$ cat config.mk
export PLATFORM = sky130hd
export DESIGN_NAME = ccc_chains
export DESIGN_NICKNAME = d
export VERILOG_FILES = /design/src/core/ccc_pkg.sv /design/src/core/ccc_chains.sv
export SDC_FILE = /design/constraint.sdc
export NUM_CORES = 1
export LEC_CHECK = 0
export BUFFER_PORTS_ARGS = -buffer_cell sky130_fd_sc_hd__buf_2
export CAP_MARGIN = 20
export CELL_PAD_IN_SITES_DETAIL_PLACEMENT = 2
export CELL_PAD_IN_SITES_GLOBAL_PLACEMENT = 2
export CORE_ASPECT_RATIO = 1.25
export CORE_UTILIZATION = 35
export DETAILED_ROUTE_END_ITERATION = 10
export GPL_TIMING_DRIVEN = 0
export PLACE_DENSITY_LB_ADDON = 0.15
export RECOVER_POWER = 50
export SYNTH_ARGS = -nofsm -noshare
export SYNTH_HDL_FRONTEND = slang
export SYNTH_SLANG_ARGS = --single-unit
$ cat constraint.sdc
create_clock -name clock -period 10.35 [get_ports clock]
set_input_delay 2.07 -clock clock [delete_from_list [all_inputs] [get_ports clock]]
set_output_delay 2.07 -clock clock [all_outputs]
set_load 0.02 [all_outputs]
$ cat src/core/ccc_pkg.sv
package ccc_pkg;

    // ****************************************************************
    // Chain lengths and port widths
    // ****************************************************************
    localparam int BOOT_LEN = 367;
    localparam int BOOT_USED = 304;
    localparam int RUN_LEN = 36;
    localparam int ERR_LEN = 60;
    localparam int PORT_BITS = 6;
    localparam int VIC_MAX = 6;
    localparam int BOOT_ROM_DIV = 8;

    // ****************************************************************
    // Boot chain field positions (least significant bit of each field)
    // ****************************************************************
    localparam int POS_WIDE_IO = 0;
    localparam int POS_RATIO_FLAG = 1;
    localparam int POS_OFFSET_FILL = 2;
    localparam int POS_VIC_THRESH = 3;
    localparam int POS_CLEAN_EVICT = 11;
    localparam int POS_BUS_SIZE = 12;
    localparam int POS_BUS_FORMAT = 14;
    localparam int POS_SPEED = 15;
    localparam int POS_SHADOW_TAG = 19;
    localparam int POS_SNOOP_ONLY = 20;
    localparam int POS_QUICK_DIS = 21;
    localparam int POS_VRD_PIN = 22;
    localparam int POS_CLEAN_DUP0 = 23;
    localparam int POS_VRD_ACK_HOLD = 24;
    localparam int POS_BARRIER = 25;
    localparam int POS_ACK_LIMIT = 26;
    localparam int POS_VIC_CEIL = 31;
    localparam int POS_CLEAN_DUP1 = 34;
    localparam int POS_WW_GAP = 35;
    localparam int POS_RW_GAP = 36;
    localparam int POS_RR_GAP = 42;
    localparam int POS_BANKED = 43;

    // ****************************************************************
    // Reset values
    // ****************************************************************
    localparam logic [5:0] PORT_RST = 6'h00;
    localparam logic [8:0] CNT_RST = 9'h000;

    // ****************************************************************
    // Types
    // ****************************************************************
    typedef enum logic [1:0] {CCC_WAIT_BIST, CCC_LOADING, CCC_LOADED} ccc_state_t;
    typedef enum logic [2:0] {CCC_X1P5, CCC_X2P0, CCC_X2P5, CCC_X3P0, CCC_XBAD} ccc_speed_t;

    // Privileged register access request
    typedef struct packed {
        logic wr;
        logic rd;
        logic shift_sel;
        logic [63:0] data;
    } ccc_req_t;

    // Decoded boot configuration
    typedef struct packed {
        logic wide_io;
        logic cache_ratio_flag;
        logic offset_fill_mode;
        logic clean_evict_enable;
        logic [1:0] bus_size;
        logic bus_format;
        ccc_speed_t sysbus_speed;
        logic shadow_tag_mode;
        logic snoop_tag_only_mode;
        logic fast_move_enable;
        logic victim_read_pin_mode;
        logic barrier_offchip_enable;
        logic banked_cache_enable;
    } ccc_cfg_t;

endpackage

$ cat src/core/ccc_chains.sv
`timescale 1ns/1ps
// Summary of operation
// - Boot chain holds 367 positions; only the low 304 carry configuration.
// - After self-test, 367 boot ROM bits shift in, most significant first.
// - Run-time chain is 36 bits; each data port write adds six bits.
// - Error chain is 60 bits, read through shift port and data port.
// - Each shift port write with bit 0 set removes six bits from the error chain.
// - Data port write captures bits 5:0; they shift in at retirement.
// - Data port read after a shift returns the six shifted-out bits.
// - Writing one to shift port bit 0 moves six bits to the port.
// - Field least significant bit sits at the earliest chain position.
// - Four-bit bus speed field decodes one-hot to 1.5X through 3.0X.
// - Streamed writes start once threshold victims gather; six held at most.
// - Quick move disable bit turns off fast data movement.
// - Ack hold bit stops ack counting for victim read commands.
// - Ack limit and victim ceiling fields bound system bus activity.
// - Write-write and read-write gaps insert idle core cycles; the read-read gap does so only in banked mode.
// - Clean-evict and victim-read pin mode bits enable those features.
// - Single-bit enables select tag, barrier, wide I/O and banked modes.
module ccc_chains
    import ccc_pkg::*;
#(
    parameter int BOOT_BITS = BOOT_LEN,
    parameter int ROM_DIV = BOOT_ROM_DIV
) (
    // Clock and reset
    input wire logic clock,
    input wire logic sys_rst,
    // Boot ROM serial link
    input wire logic bist_done,
    input wire logic rom_data_pin,
    output logic rom_clk,
    output logic boot_loaded,
    // Privileged register access
    input wire ccc_req_t req,
    input wire logic retire,
    output logic [63:0] rd_data,
    output logic rd_valid,
    // Cache unit events
    input wire logic victim_add,
    input wire logic victim_drain,
    input wire logic ack_event,
    input wire logic ack_is_victim_read,
    input wire logic ack_release,
    input wire logic vic_issue,
    input wire logic vic_done,
    input wire logic bc_read_done,
    input wire logic bc_write_done,
    input wire logic err_capture,
    input wire logic [ERR_LEN-1:0] err_info,
    // Configuration and control outputs
    output ccc_cfg_t cfg,
    output logic [RUN_LEN-1:0] run_cfg,
    output logic stream_start,
    output logic ack_stall,
    output logic vic_issue_ok,
    output logic bc_read_ok,
    output logic bc_write_ok
);

    // ****************************************************************
    // Elaboration checks
    // ****************************************************************
    if (BOOT_BITS < BOOT_USED || BOOT_BITS > 511) begin : g_bad_len
        $error("boot chain length out of range");
    end
    // Two-flop pin lag needs at least three cycles per ROM bit
    if (ROM_DIV < 3 || ROM_DIV > 255) begin : g_bad_div
        $error("boot ROM divider out of range");
    end

    // Index of lowest set bit plus one, zero when none set
    function automatic logic [3:0] first_set(input logic [7:0] v);
        logic [3:0] r;
        r = 4'h0;
        for (int i = 7; i >= 0; i--) begin
            if (v[i]) begin
                r = 4'(i + 1);
            end
        end
        return r;
    endfunction

    // ****************************************************************
    // Boot chain loader
    // ****************************************************************
    ccc_state_t state_r, state_nxt;
    logic [BOOT_BITS-1:0] boot_r;
    logic [8:0] bit_cnt_r;
    logic [7:0] div_r;
    logic sync1_r, sync2_r;
    logic tick;
    logic last_bit;

    // Pin synchroniser
    always_ff @(posedge clock or posedge sys_rst) begin
        if (sys_rst) begin
            sync1_r <= 1'b0;
            sync2_r <= 1'b0;
        end else begin
            sync1_r <= rom_data_pin;
            sync2_r <= sync1_r;
        end
    end

    // ROM clock divider, sample at end of each period
    assign tick = (state_r == CCC_LOADING) && (div_r == 8'(ROM_DIV - 1));
    assign last_bit = tick && (bit_cnt_r == 9'(BOOT_BITS - 1));
    assign rom_clk = (state_r == CCC_LOADING) && (div_r < 8'(ROM_DIV / 2));
    assign boot_loaded = (state_r == CCC_LOADED);

    // Loader state selection
    always_comb begin
        state_nxt = state_r;
        case (state_r)
            CCC_WAIT_BIST: begin
                if (bist_done) begin
                    state_nxt = CCC_LOADING;
                end
            end
            CCC_LOADING: begin
                if (last_bit) begin
                    state_nxt = CCC_LOADED;
                end
            end
            CCC_LOADED: state_nxt = CCC_LOADED;
            default: state_nxt = CCC_WAIT_BIST;
        endcase
    end

    always_ff @(posedge clock or posedge sys_rst) begin
        if (sys_rst) begin
            state_r <= CCC_WAIT_BIST;
            div_r <= 8'h00;
            bit_cnt_r <= CNT_RST;
        end else begin
            state_r <= state_nxt;
            div_r <= (state_r != CCC_LOADING || tick) ? 8'h00 : div_r + 8'h01;
            if (tick) begin
                bit_cnt_r <= bit_cnt_r + 9'h001;
            end
        end
    end

    // Chain shifts toward the top; the first bit lands at the far end
    always_ff @(posedge clock or posedge sys_rst) begin
        if (sys_rst) begin
            boot_r <= '0;
        end else if (tick) begin
            boot_r <= {boot_r[BOOT_BITS-2:0], sync2_r};
        end
    end

    // ****************************************************************
    // Boot field decode
    // ****************************************************************
    wire logic [3:0] speed_code = boot_r[POS_SPEED +: 4];
    wire logic [7:0] vic_thresh = boot_r[POS_VIC_THRESH +: 8];
    wire logic [4:0] ack_limit = boot_r[POS_ACK_LIMIT +: 5];
    wire logic [2:0] vic_ceiling = boot_r[POS_VIC_CEIL +: 3];
    wire logic ww_gap = boot_r[POS_WW_GAP];
    wire logic [5:0] rw_gap = boot_r[POS_RW_GAP +: 6];
    wire logic rr_gap = boot_r[POS_RR_GAP];
    wire logic ack_hold = boot_r[POS_VRD_ACK_HOLD];
    ccc_speed_t speed_dec;

    always_comb begin
        case (speed_code)
            4'h1: speed_dec = CCC_X1P5;
            4'h2: speed_dec = CCC_X2P0;
            4'h4: speed_dec = CCC_X2P5;
            4'h8: speed_dec = CCC_X3P0;
            default: speed_dec = CCC_XBAD;
        endcase
    end

    // Fields taken low bit first; mode enables
    assign cfg.wide_io = boot_r[POS_WIDE_IO];
    assign cfg.cache_ratio_flag = boot_r[POS_RATIO_FLAG];
    assign cfg.offset_fill_mode = boot_r[POS_OFFSET_FILL];
    // Clean evict and victim read pins
    assign cfg.clean_evict_enable = boot_r[POS_CLEAN_EVICT];
    assign cfg.victim_read_pin_mode = boot_r[POS_VRD_PIN];
    assign cfg.bus_size = boot_r[POS_BUS_SIZE +: 2];
    assign cfg.bus_format = boot_r[POS_BUS_FORMAT];
    assign cfg.sysbus_speed = speed_dec;
    assign cfg.shadow_tag_mode = boot_r[POS_SHADOW_TAG];
    assign cfg.snoop_tag_only_mode = boot_r[POS_SNOOP_ONLY];
    assign cfg.fast_move_enable = ~boot_r[POS_QUICK_DIS];
    assign cfg.barrier_offchip_enable = boot_r[POS_BARRIER];
    assign cfg.banked_cache_enable = boot_r[POS_BANKED];

    // ****************************************************************
    // Victim streaming, ack and victim limits
    // ****************************************************************
    logic [2:0] vic_cnt_r;
    logic [4:0] ack_cnt_r;
    logic [2:0] out_vic_r;
    wire logic vic_inc = victim_add && (vic_cnt_r < 3'(VIC_MAX));
    wire logic vic_dec = victim_drain && (vic_cnt_r != 3'h0);
    // Victim read acks not counted while held
    wire logic ack_inc = ack_event && !(ack_hold && ack_is_victim_read) && !ack_stall;
    wire logic ack_dec = ack_release && (ack_cnt_r != 5'h00);
    wire logic vout_inc = vic_issue && vic_issue_ok;
    wire logic vout_dec = vic_done && (out_vic_r != 3'h0);

    // Threshold in decoded form, at most six victims
    assign stream_start = boot_loaded && (first_set(vic_thresh) != 4'h0)
        && ({1'b0, vic_cnt_r} >= first_set(vic_thresh));
    // Bound acknowledges and outstanding victims; all held off while loading
    assign ack_stall = !boot_loaded || (ack_cnt_r >= ack_limit);
    assign vic_issue_ok = boot_loaded && (out_vic_r < vic_ceiling);

    // Event counters
    always_ff @(posedge clock or posedge sys_rst) begin
        if (sys_rst) begin
            vic_cnt_r <= 3'h0;
            ack_cnt_r <= 5'h00;
            out_vic_r <= 3'h0;
        end else begin
            vic_cnt_r <= vic_cnt_r + 3'(vic_inc) - 3'(vic_dec);
            ack_cnt_r <= ack_cnt_r + 5'(ack_inc) - 5'(ack_dec);
            out_vic_r <= out_vic_r + 3'(vout_inc) - 3'(vout_dec);
        end
    end

    // ****************************************************************
    // Board cache idle gaps
    // ****************************************************************
    logic [5:0] wr_gap_r;
    logic rd_gap_r;

    always_ff @(posedge clock or posedge sys_rst) begin
        if (sys_rst) begin
            wr_gap_r <= 6'h00;
            rd_gap_r <= 1'b0;
        end else begin
            if (bc_read_done) begin
                wr_gap_r <= rw_gap;
            end else if (bc_write_done) begin
                wr_gap_r <= {5'h00, ww_gap};
            end else if (wr_gap_r != 6'h00) begin
                wr_gap_r <= wr_gap_r - 6'h01;
            end
            rd_gap_r <= bc_read_done ? (rr_gap && cfg.banked_cache_enable) : 1'b0;
        end
    end

    assign bc_write_ok = (wr_gap_r == 6'h00) && !bc_read_done;
    assign bc_read_ok = !rd_gap_r;

    // ****************************************************************
    // Data port, run-time chain and error chain
    // ****************************************************************
    logic [5:0] pend_r;
    logic pend_vld_r;
    logic [5:0] port_r;
    logic [RUN_LEN-1:0] run_r;
    logic [ERR_LEN-1:0] err_r;
    // Only bit 0 of the shift port and bits 5:0 of the data port count
    wire logic data_wr = req.wr && !req.shift_sel;
    wire logic shift_wr = req.wr && req.shift_sel && req.data[0];

    // Capture then shift on retirement; six bits per write
    always_ff @(posedge clock or posedge sys_rst) begin
        if (sys_rst) begin
            pend_r <= PORT_RST;
            pend_vld_r <= 1'b0;
            run_r <= '0;
        end else begin
            if (data_wr) begin
                pend_r <= req.data[PORT_BITS-1:0];
            end
            pend_vld_r <= data_wr || (pend_vld_r && !retire);
            if (retire && pend_vld_r) begin
                run_r <= {run_r[RUN_LEN-PORT_BITS-1:0], pend_r};
            end
        end
    end

    // Error capture; destructive six-bit shift out; load port
    always_ff @(posedge clock or posedge sys_rst) begin
        if (sys_rst) begin
            err_r <= '0;
            port_r <= PORT_RST;
        end else begin
            if (shift_wr) begin
                err_r <= {PORT_BITS'(0), err_r[ERR_LEN-1:PORT_BITS]};
                port_r <= err_r[PORT_BITS-1:0];
            end else if (err_capture) begin
                err_r <= err_info;
            end
        end
    end

    // Read returns shifted-out bits; upper bits zero
    always_ff @(posedge clock or posedge sys_rst) begin
        if (sys_rst) begin
            rd_data <= 64'h0000000000000000;
            rd_valid <= 1'b0;
        end else begin
            rd_valid <= req.rd && !req.shift_sel;
            if (req.rd && !req.shift_sel) begin
                rd_data <= {58'h0, port_r};
            end
        end
    end

    assign run_cfg = run_r;

endmodule

==> key figures, run 1 <==
Placement
  – Gpl congestion: 0.7327
  – Placed insts: 1424
  – Port Buffers: 148
  – DP Worst Slack: 5.309 ns
  – DP Wirelength: 17.13 mm

STA
  – Setup violators final: 0
  – Setup TNS: 0 ns
  – Slew @ Worst Pin: 4.724 ns
  – Unrepaired setup endpoints after global routing: false
  – Final-report hold violation count: 0
  – Max Clock Freq: 178.8 MHz
  – Tcrit/Tclk final: 54.04%
  – Slew Limit Headroom: -216.7%
  – Slew Limit Fails: 103
  – Final Worst Setup Slack: 4.757 ns
  – Max Clock Skew: 0.01033 ns
  – Crit path time final: 5.593 ns

CTS
  – TritonCTS Buffers: 17
  – Clock Path Buffers: 2
  – Post-CTS Resized: 0
  – Clock Pin Slew Worst Setup and Hold Paths: 0.07 ns
  – Worst-Skew Late Latency: 0.43 ns
  – Root buffer cell: clkbuf_16
  – Htree depth: 4
  – CTS tree: yes
  – Post-CTS setup repair buffer count: 0
  – Hold buffer count at CTS: 0
  – CTS sink count: 199

Synth
  – Netlist cell types: 47
  – Post-synth EDFFs: 0
  – Synthesized area per cell: 10.70 sq um
  – Area share of the largest cell type after synthesis: 52.99%
  – Synth top area cells: dfrtp_1 (53%), nand2_1 (6.8%), mux2i_1 (6.6%)
  – Predominant post-synthesis flop cell: dfrtp_1
  – Post-synthesis sequential area ratio: 52.99%
  – Yosys Warn Count: 0
  – Fraction of registers with async set/reset: 100.0%
  – Post-Syn Instances: 878
  – Cell Area, Synth: 9398 sq um
  – Flops & latches, synth: 199
  – Yosys top cell by area: dfrtp_1

Routing
  – Final WL: 23.28 mm
  – ANT nets after route: 0
  – Drt wl/cell: 15.99 um
  – Routed vias: 6819
  – DRC: 0
  – Drt pass-1 iters: 4
  – Vias per cell: 4.683
  – Initial drt markers: 176

Status
  – Outcome: finished, violations left
  – Failing checks: capacitance limit, slew limit

Critical path
  – Worst EP required: 8.28 ns
  – CP arrival: 3.52 ns
  – Worst setup EP type: output pin
  – CP startpoint kind: input pin
  – Worst-path maximum fanout: 6
  – CP Class: input pin to output pin

Die
  – Initial core utilization: 35.90%
  – Die Wd: 148.6 um
  – Chip Height: 185.2 um
  – Die area: 27510 sq um
  – Num rows: 66
  – Core area: 26180 sq um
  – Top-Level Pins: 266

Layout
  – Area Overhead vs Synth: 20.70%
  – # diodes: 0
  – Layout fillers: 2882
  – Layout net count: 1276
  – Post-route non-filler standard cell count: 1456
  – Share of cells above drive strength 1: 27.87%

Worst hold path
  – Worst Hold Class: flop to flop

Global route
  – Largest net degree at the start of global routing: 104
  – Vias in the first global route: 7385
  – Gr usage total: 17.52%
  – First-pass GRT wire length: 37.73 mm
  – Initial antenna violation count: 0
  – Congestion Overflow GR: 0

Power and ir drop
  – Power Density: 200.0 nW/um^2
  – Max VDD drop: 0.1026 mV
  – Tot Pwr: 2.269 mW
  – Leak: 5.725 nW

Run
  – MaxCap Viol Count: 1
-- metrics by stage --
stage / hold WS [ns] / utilization, % / cell area (sq um)
3_3_place_gp: 0.3333 / 41.17 / 10780
6_report: 0.3533 / 43.33 / 11340
3_5_place_dp: 0.3379 / 41.31 / 10810
5_1_grt: 0.3737 / 43.33 / 11340
4_1_cts: 0.3553 / 43.50 / 11390
2_1_floorplan: 0.3312 / - / 9612
-- kinds of logic after synthesis --
family / Yosys count / synth area share (%)
other: 1 / 0.03990
xor gates and xnor gates: 25 / 2.330
adders and majority gates: 31 / 4.367
muxes: 116 / 13.07
buffers and inverters: 146 / 8.893
and+or+nand+nor: 248 / 11.57
AOI/OAI and AO/OA: 112 / 6.737
DFF: 199 / 52.99
-- registers in the layout, summed over array words and instances, names as in the netlist --
| signal | cells |
|---|---|
| ack_cnt_r | 5 |
| run_cfg | 36 |
| out_vic_r | 3 |
| vic_cnt_r | 3 |
| state_r | 2 |
| wr_gap_r | 6 |
| sync1_r | 1 |
| pend_r | 6 |
| port_r | 6 |
| rd_data | 6 |
| pend_vld_r | 1 |
| div_r | 8 |
| err_r | 60 |
| boot_r | 44 |
| sync2_r | 1 |
| rd_valid | 1 |
| bit_cnt_r | 9 |
| rd_gap_r | 1 |
-- worst max-delay path, cell delays in order --
cell and delay, ns:
clkbuf_1 0.14, nor4_1 0.97, buf_2 0.33
-- layout by cell type, fill, tap and decap left out, types with 4 or more instances in the layout --
cell type,count
a21oi_1,9
clkbuf_1,37
buf_4,70
dfrtp_1,199
ha_1,28
clkbuf_16,17
clkinvlp_4,4
mux2_2,54
nand2_1,171
inv_1,36
o21ai_0,79
xnor2_1,16
a21o_1,5
nor4_1,4
nand2b_1,9
mux2i_1,62
conb_1,58
nand4_1,6
xor2_1,9
nor2_1,25
and3_1,7
nor3_1,4
nand3_1,7
buf_2,154
-- area by class of cell --
cell class                      count  area, sq um  area share, %
Multi-Input combinational cell    590         3775          33.28
Clock inverter                     10        121.4          1.070
Timing Repair Buffer              149        763.2          6.728
Sequential cell                   199         4980          43.90
Clock buffer                       22        454.2          4.004
Tap cell                          340        425.4          3.750
Inverter                           37        140.1          1.235
Buffer                            109        684.4          6.034
-- path summary, 6_finish.rpt --
kind,start,endpoint,slack [ns],depth (start not counted)
max reg2reg,state_r[0],ack_cnt_r[4],7.15,15
max in group asynchronous,sys_rst,err_r[47],5.17,2
min reg2reg,sync1_r,sync2_r,0.35,0
min,sync1_r,sync2_r,0.35,0
min in group asynchronous,sys_rst,div_r[2],3.08,2
max,bc_read_done,bc_write_ok,4.76,3
-- cells in the mapped netlist (4+ instances only) --
master	number
a21o_1	5
a21oi_1	9
and3_1	7
buf_2	11
buf_4	71
clkbuf_1	26
dfrtp_1	199
ha_1	28
inv_1	37
mux2_2	54
mux2i_1	62
nand2_1	171
nand2b_1	9
nand3_1	7
nand4_1	6
nor2_1	25
nor3_1	4
o21ai_0	78
xnor2_1	16
xor2_1	9
-- power breakdown --
group          internal, mW  switching, mW
clock                 0.364          0.301
sequential            0.919          0.101
combinational         0.255          0.328
total                  1.54          0.730
-- layer usage --
metal  GRT usage, %  wire [um]  part of all wire, %  vias to the layer above
met5              0          0                    0                        -
met3          3.054        769                  3.3                       15
met4          5.031        286                  1.2                        0
li1               -          -                    -                     3243
met1          21.02      10110                   43                     3429
met2          31.78      12110                   52                      132
No activity file was read; power rests on OpenSTA's default activity.
==> inputs of run 2 (changes only) <==
--- a/config.mk
+++ b/config.mk
@@ -10,7 +10,7 @@
 export CELL_PAD_IN_SITES_DETAIL_PLACEMENT = 2
 export CELL_PAD_IN_SITES_GLOBAL_PLACEMENT = 2
 export CORE_ASPECT_RATIO = 1.25
-export CORE_UTILIZATION = 35
+export CORE_UTILIZATION = 29
 export DETAILED_ROUTE_END_ITERATION = 10
 export GPL_TIMING_DRIVEN = 0
 export PLACE_DENSITY_LB_ADDON = 0.15
==> constraint.sdc (replaced) <==
create_clock -name clock -period 4.9 [get_ports clock]
set_input_delay 0.98 -clock clock [delete_from_list [all_inputs] [get_ports clock]]
set_output_delay 0.98 -clock clock [all_outputs]
set_load 0.02 [all_outputs]
==> run 2 against run 1 <==
  * The flow still finishes with violations (capacitance limit, slew limit)
  * First-iteration DRC count is 19% higher
  * Clock skew is 0.0010 ns higher
  * Critical path depth up 7
  * Clock power grew 120%
  * Non-clock buffer count rose by 4
  * Largest cell class unchanged
==> key figures, run 2 (synthesis results as in run 1) <==
Status
  – Outcome: finished, violations left
  – Failing checks: capacitance limit, slew limit

Layout
  – Area Overhead vs Synth: 22.51%
  – Most frequent cells in the layout: dfrtp_1 (199), nand2_1 (171), buf_2 (157)
  – Share of cells above drive strength 1: 28.84% (+0.97 points)
  – Biggest register: err_r
  – # diodes: 0 (unchanged)
  – Fin area: 11510 sq um (+1.5%)
  – Layout net count: 1280 (+0.31%)
  – Fin util: 36.12% (-7.2 points)
  – Commonest non-fill, non-tap cell in the layout: dfrtp_1
  – Layout fillers: 3516 (+22%)
  – Largest register FFs: 60 (unchanged)

Routing
  – ANT nets after route: 0 (unchanged)
  – Vias per cell: 4.438 (-5.2%)
  – Drt wl/cell: 15.32 um (-4.2%)
  – Routed vias: 6799 (-0.29%)
  – Initial drt markers: 209 (+19%)
  – DRC: 0 (unchanged)
  – Final WL: 23.47 mm (+0.85%)
  – Drt pass-1 iters: 4 (unchanged)

Worst hold path
  – Hold path cells: 0 (unchanged)
  – Hold wc startpoint: sync1_r
  – Worst Hold Class: flop to flop
  – Worst hold endpoint: sync2_r

Power and ir drop
  – Power Density: 417.7 nW/um^2 (+110%)
  – Max VDD drop: 0.2134 mV (+110%)
  – Leak: 5.783 nW (+1.0%)

Die
  – Chip Height: 203.3 um (+9.8%)
  – Num rows: 73 (+11%)
  – Die area: 33130 sq um (+20%)
  – Top-Level Pins: 266 (unchanged)
  – Die Wd: 163.0 um (+9.7%)
  – Core area: 31880 sq um (+22%)
  – Initial core utilization: 29.48% (-6.4 points)

STA
  – Setup TNS: 0 ns (unchanged)
  – Final Worst Setup Slack: 1.589 ns (-3.168 ns)
  – Final-report hold violation count: 0 (unchanged)
  – Crit path time final: 3.311 ns
  – Slew @ Worst Pin: 2.162 ns (-2.562 ns)
  – Slew Limit Fails: 76 (-26%)
  – Max Clock Skew: 0.01136 ns (+0.001033 ns)
  – Tcrit/Tclk final: 67.58%
  – Setup violators final: 0 (unchanged)
  – Max Clock Freq: 302.0 MHz
  – Unrepaired setup endpoints after global routing: false
  – Slew Limit Headroom: -44.14% (+170 points)

Critical path
  – CP Buf/Inv Count: 1 (-1)
  – Worst-path maximum fanout: 4 (-2)
  – CP arrival: 2.33 ns (-1.19 ns)
  – Worst EP required: 3.92 ns (-4.36 ns)
  – Worst setup EP type: output pin
  – Worst path slowest cell: dfrtp_1
  – CP delay by family, top: compound AO/OA/AOI/OAI gates
  – CP Depth: 10 (+7)
  – Worst path cell trace: nand2b_1 > a21oi_1 > nor2_1 > o21ai_0 > ha_1 > nand2b_1 > a21o_1 > a21oi_1 > nor2_1 > buf_2
  – Reg2reg path depth: 15 (unchanged)
  – Worst reg2reg path endpoint: ack_cnt_r[4]
  – CP startpoint kind: flop
  – CP Class: flop to output pin
  – Critical R2R Launch: state_r[0]
  – Flop2flop setup slack: 1.69 ns (-5.46 ns)
  – CP peak stage delay: 0.42 ns (-0.55 ns)

Global route
  – Largest net degree at the start of global routing: 40 (-62%)
  – First-pass GRT wire length: 38.84 mm (+2.9%)
  – Congestion Overflow GR: 0 (unchanged)
  – Initial antenna violation count: 0 (unchanged)
  – Vias in the first global route: 7426 (+0.56%)
  – Gr usage total: 14.94% (-2.6 points)

Placement
  – Port Buffers: 148 (unchanged)
  – DP Wirelength: 17.59 mm (+2.7%)
  – Gpl congestion: 0.7052 (-3.8%)
  – Post-DP Area: 10970 sq um (+1.5%)
  – DP Worst Slack: 1.610 ns (-3.700 ns)

CTS
  – Hold buffer count at CTS: 0 (unchanged)
  – Post-CTS Resized: 0 (unchanged)
  – Worst-Skew Late Latency: 0.44 ns (about the same)
  – Clock Pin Slew Worst Setup and Hold Paths: 0.08 ns (about the same)
  – Root buffer cell: clkbuf_16
  – Clock Path Buffers: 2 (unchanged)
  – TritonCTS Buffers: 17 (unchanged)
  – CTS sink count: 199 (unchanged)
  – CTS tree: yes
  – Post-CTS setup repair buffer count: 0 (unchanged)
  – Htree depth: 4 (unchanged)

Run
  – MaxCap Viol Count: 2 (+1)
## run 2: cell types whose count changed in the layout (fill, tap and decap cells not counted), moves of 2 or more
| cell | before | now |
|---|---|---|
| buf_12 | 0 | 3 |
| buf_2 | 154 | 157 |
| clkbuf_1 | 37 | 30 |
| clkinvlp_4 | 4 | 2 |
| inv_6 | 1 | 4 |
| inv_8 | 0 | 4 |
## run 2: area by class of cell
class	count	area, sq um	area share (%)
Tap cell	412	515.5	4.477
Sequential cell	199	4980	43.25
Buffer	109	696.9	6.053
Timing Repair Buffer	153	805.8	6.999
Inverter	37	140.1	1.217
Clock inverter	15	160.2	1.391
Multi-Input combinational cell	590	3790	32.92
Clock buffer	17	425.4	3.695
## run 2: layer usage
metal | global-route usage, % | vias to the layer above | routed length [um]
li1 | - | 3257 | -
met1 | 17.63 | 3414 | 10220
met2 | 27.13 | 115 | 12320
met3 | 2.888 | 13 | 696
met4 | 4.306 | 0 | 238
met5 | 0 | - | 0
## run 2: per-stage QoR
step | hold WS, ns | power (mW) | cells
2_1_floorplan | 0.3312 | 3.010 | 935
3_3_place_gp | 0.3333 | 3.376 | 1495
3_5_place_dp | 0.3358 | 3.442 | 1500
4_1_cts | 0.3546 | 4.924 | 1532
5_1_grt | 0.3744 | 5.133 | 1532
6_report | 0.3505 | 4.809 | 1532
## run 2: where the power goes
part | total [mW] | switching [mW] | internal (mW)
Clock | 1.44 | 0.713 | 0.726
Combinational | 1.23 | 0.688 | 0.543
Sequential | 2.14 | 0.201 | 1.94
Total | 4.81 | 1.60 | 3.21
## run 2: worst max-delay path by stage
stage | startpoint | slack (ns) | endpoint
floorplan | sys_rst | 1.35 | ack_cnt_r[0]
CTS | boot_r[8] | 1.52 | stream_start
global route | sys_rst | 1.26 | boot_r[6]
finish | boot_r[8] | 1.59 | stream_start
detailed placement | state_r[0] | 1.61 | ack_cnt_r[4]
global placement | sys_rst | -0.26 | err_r[38]
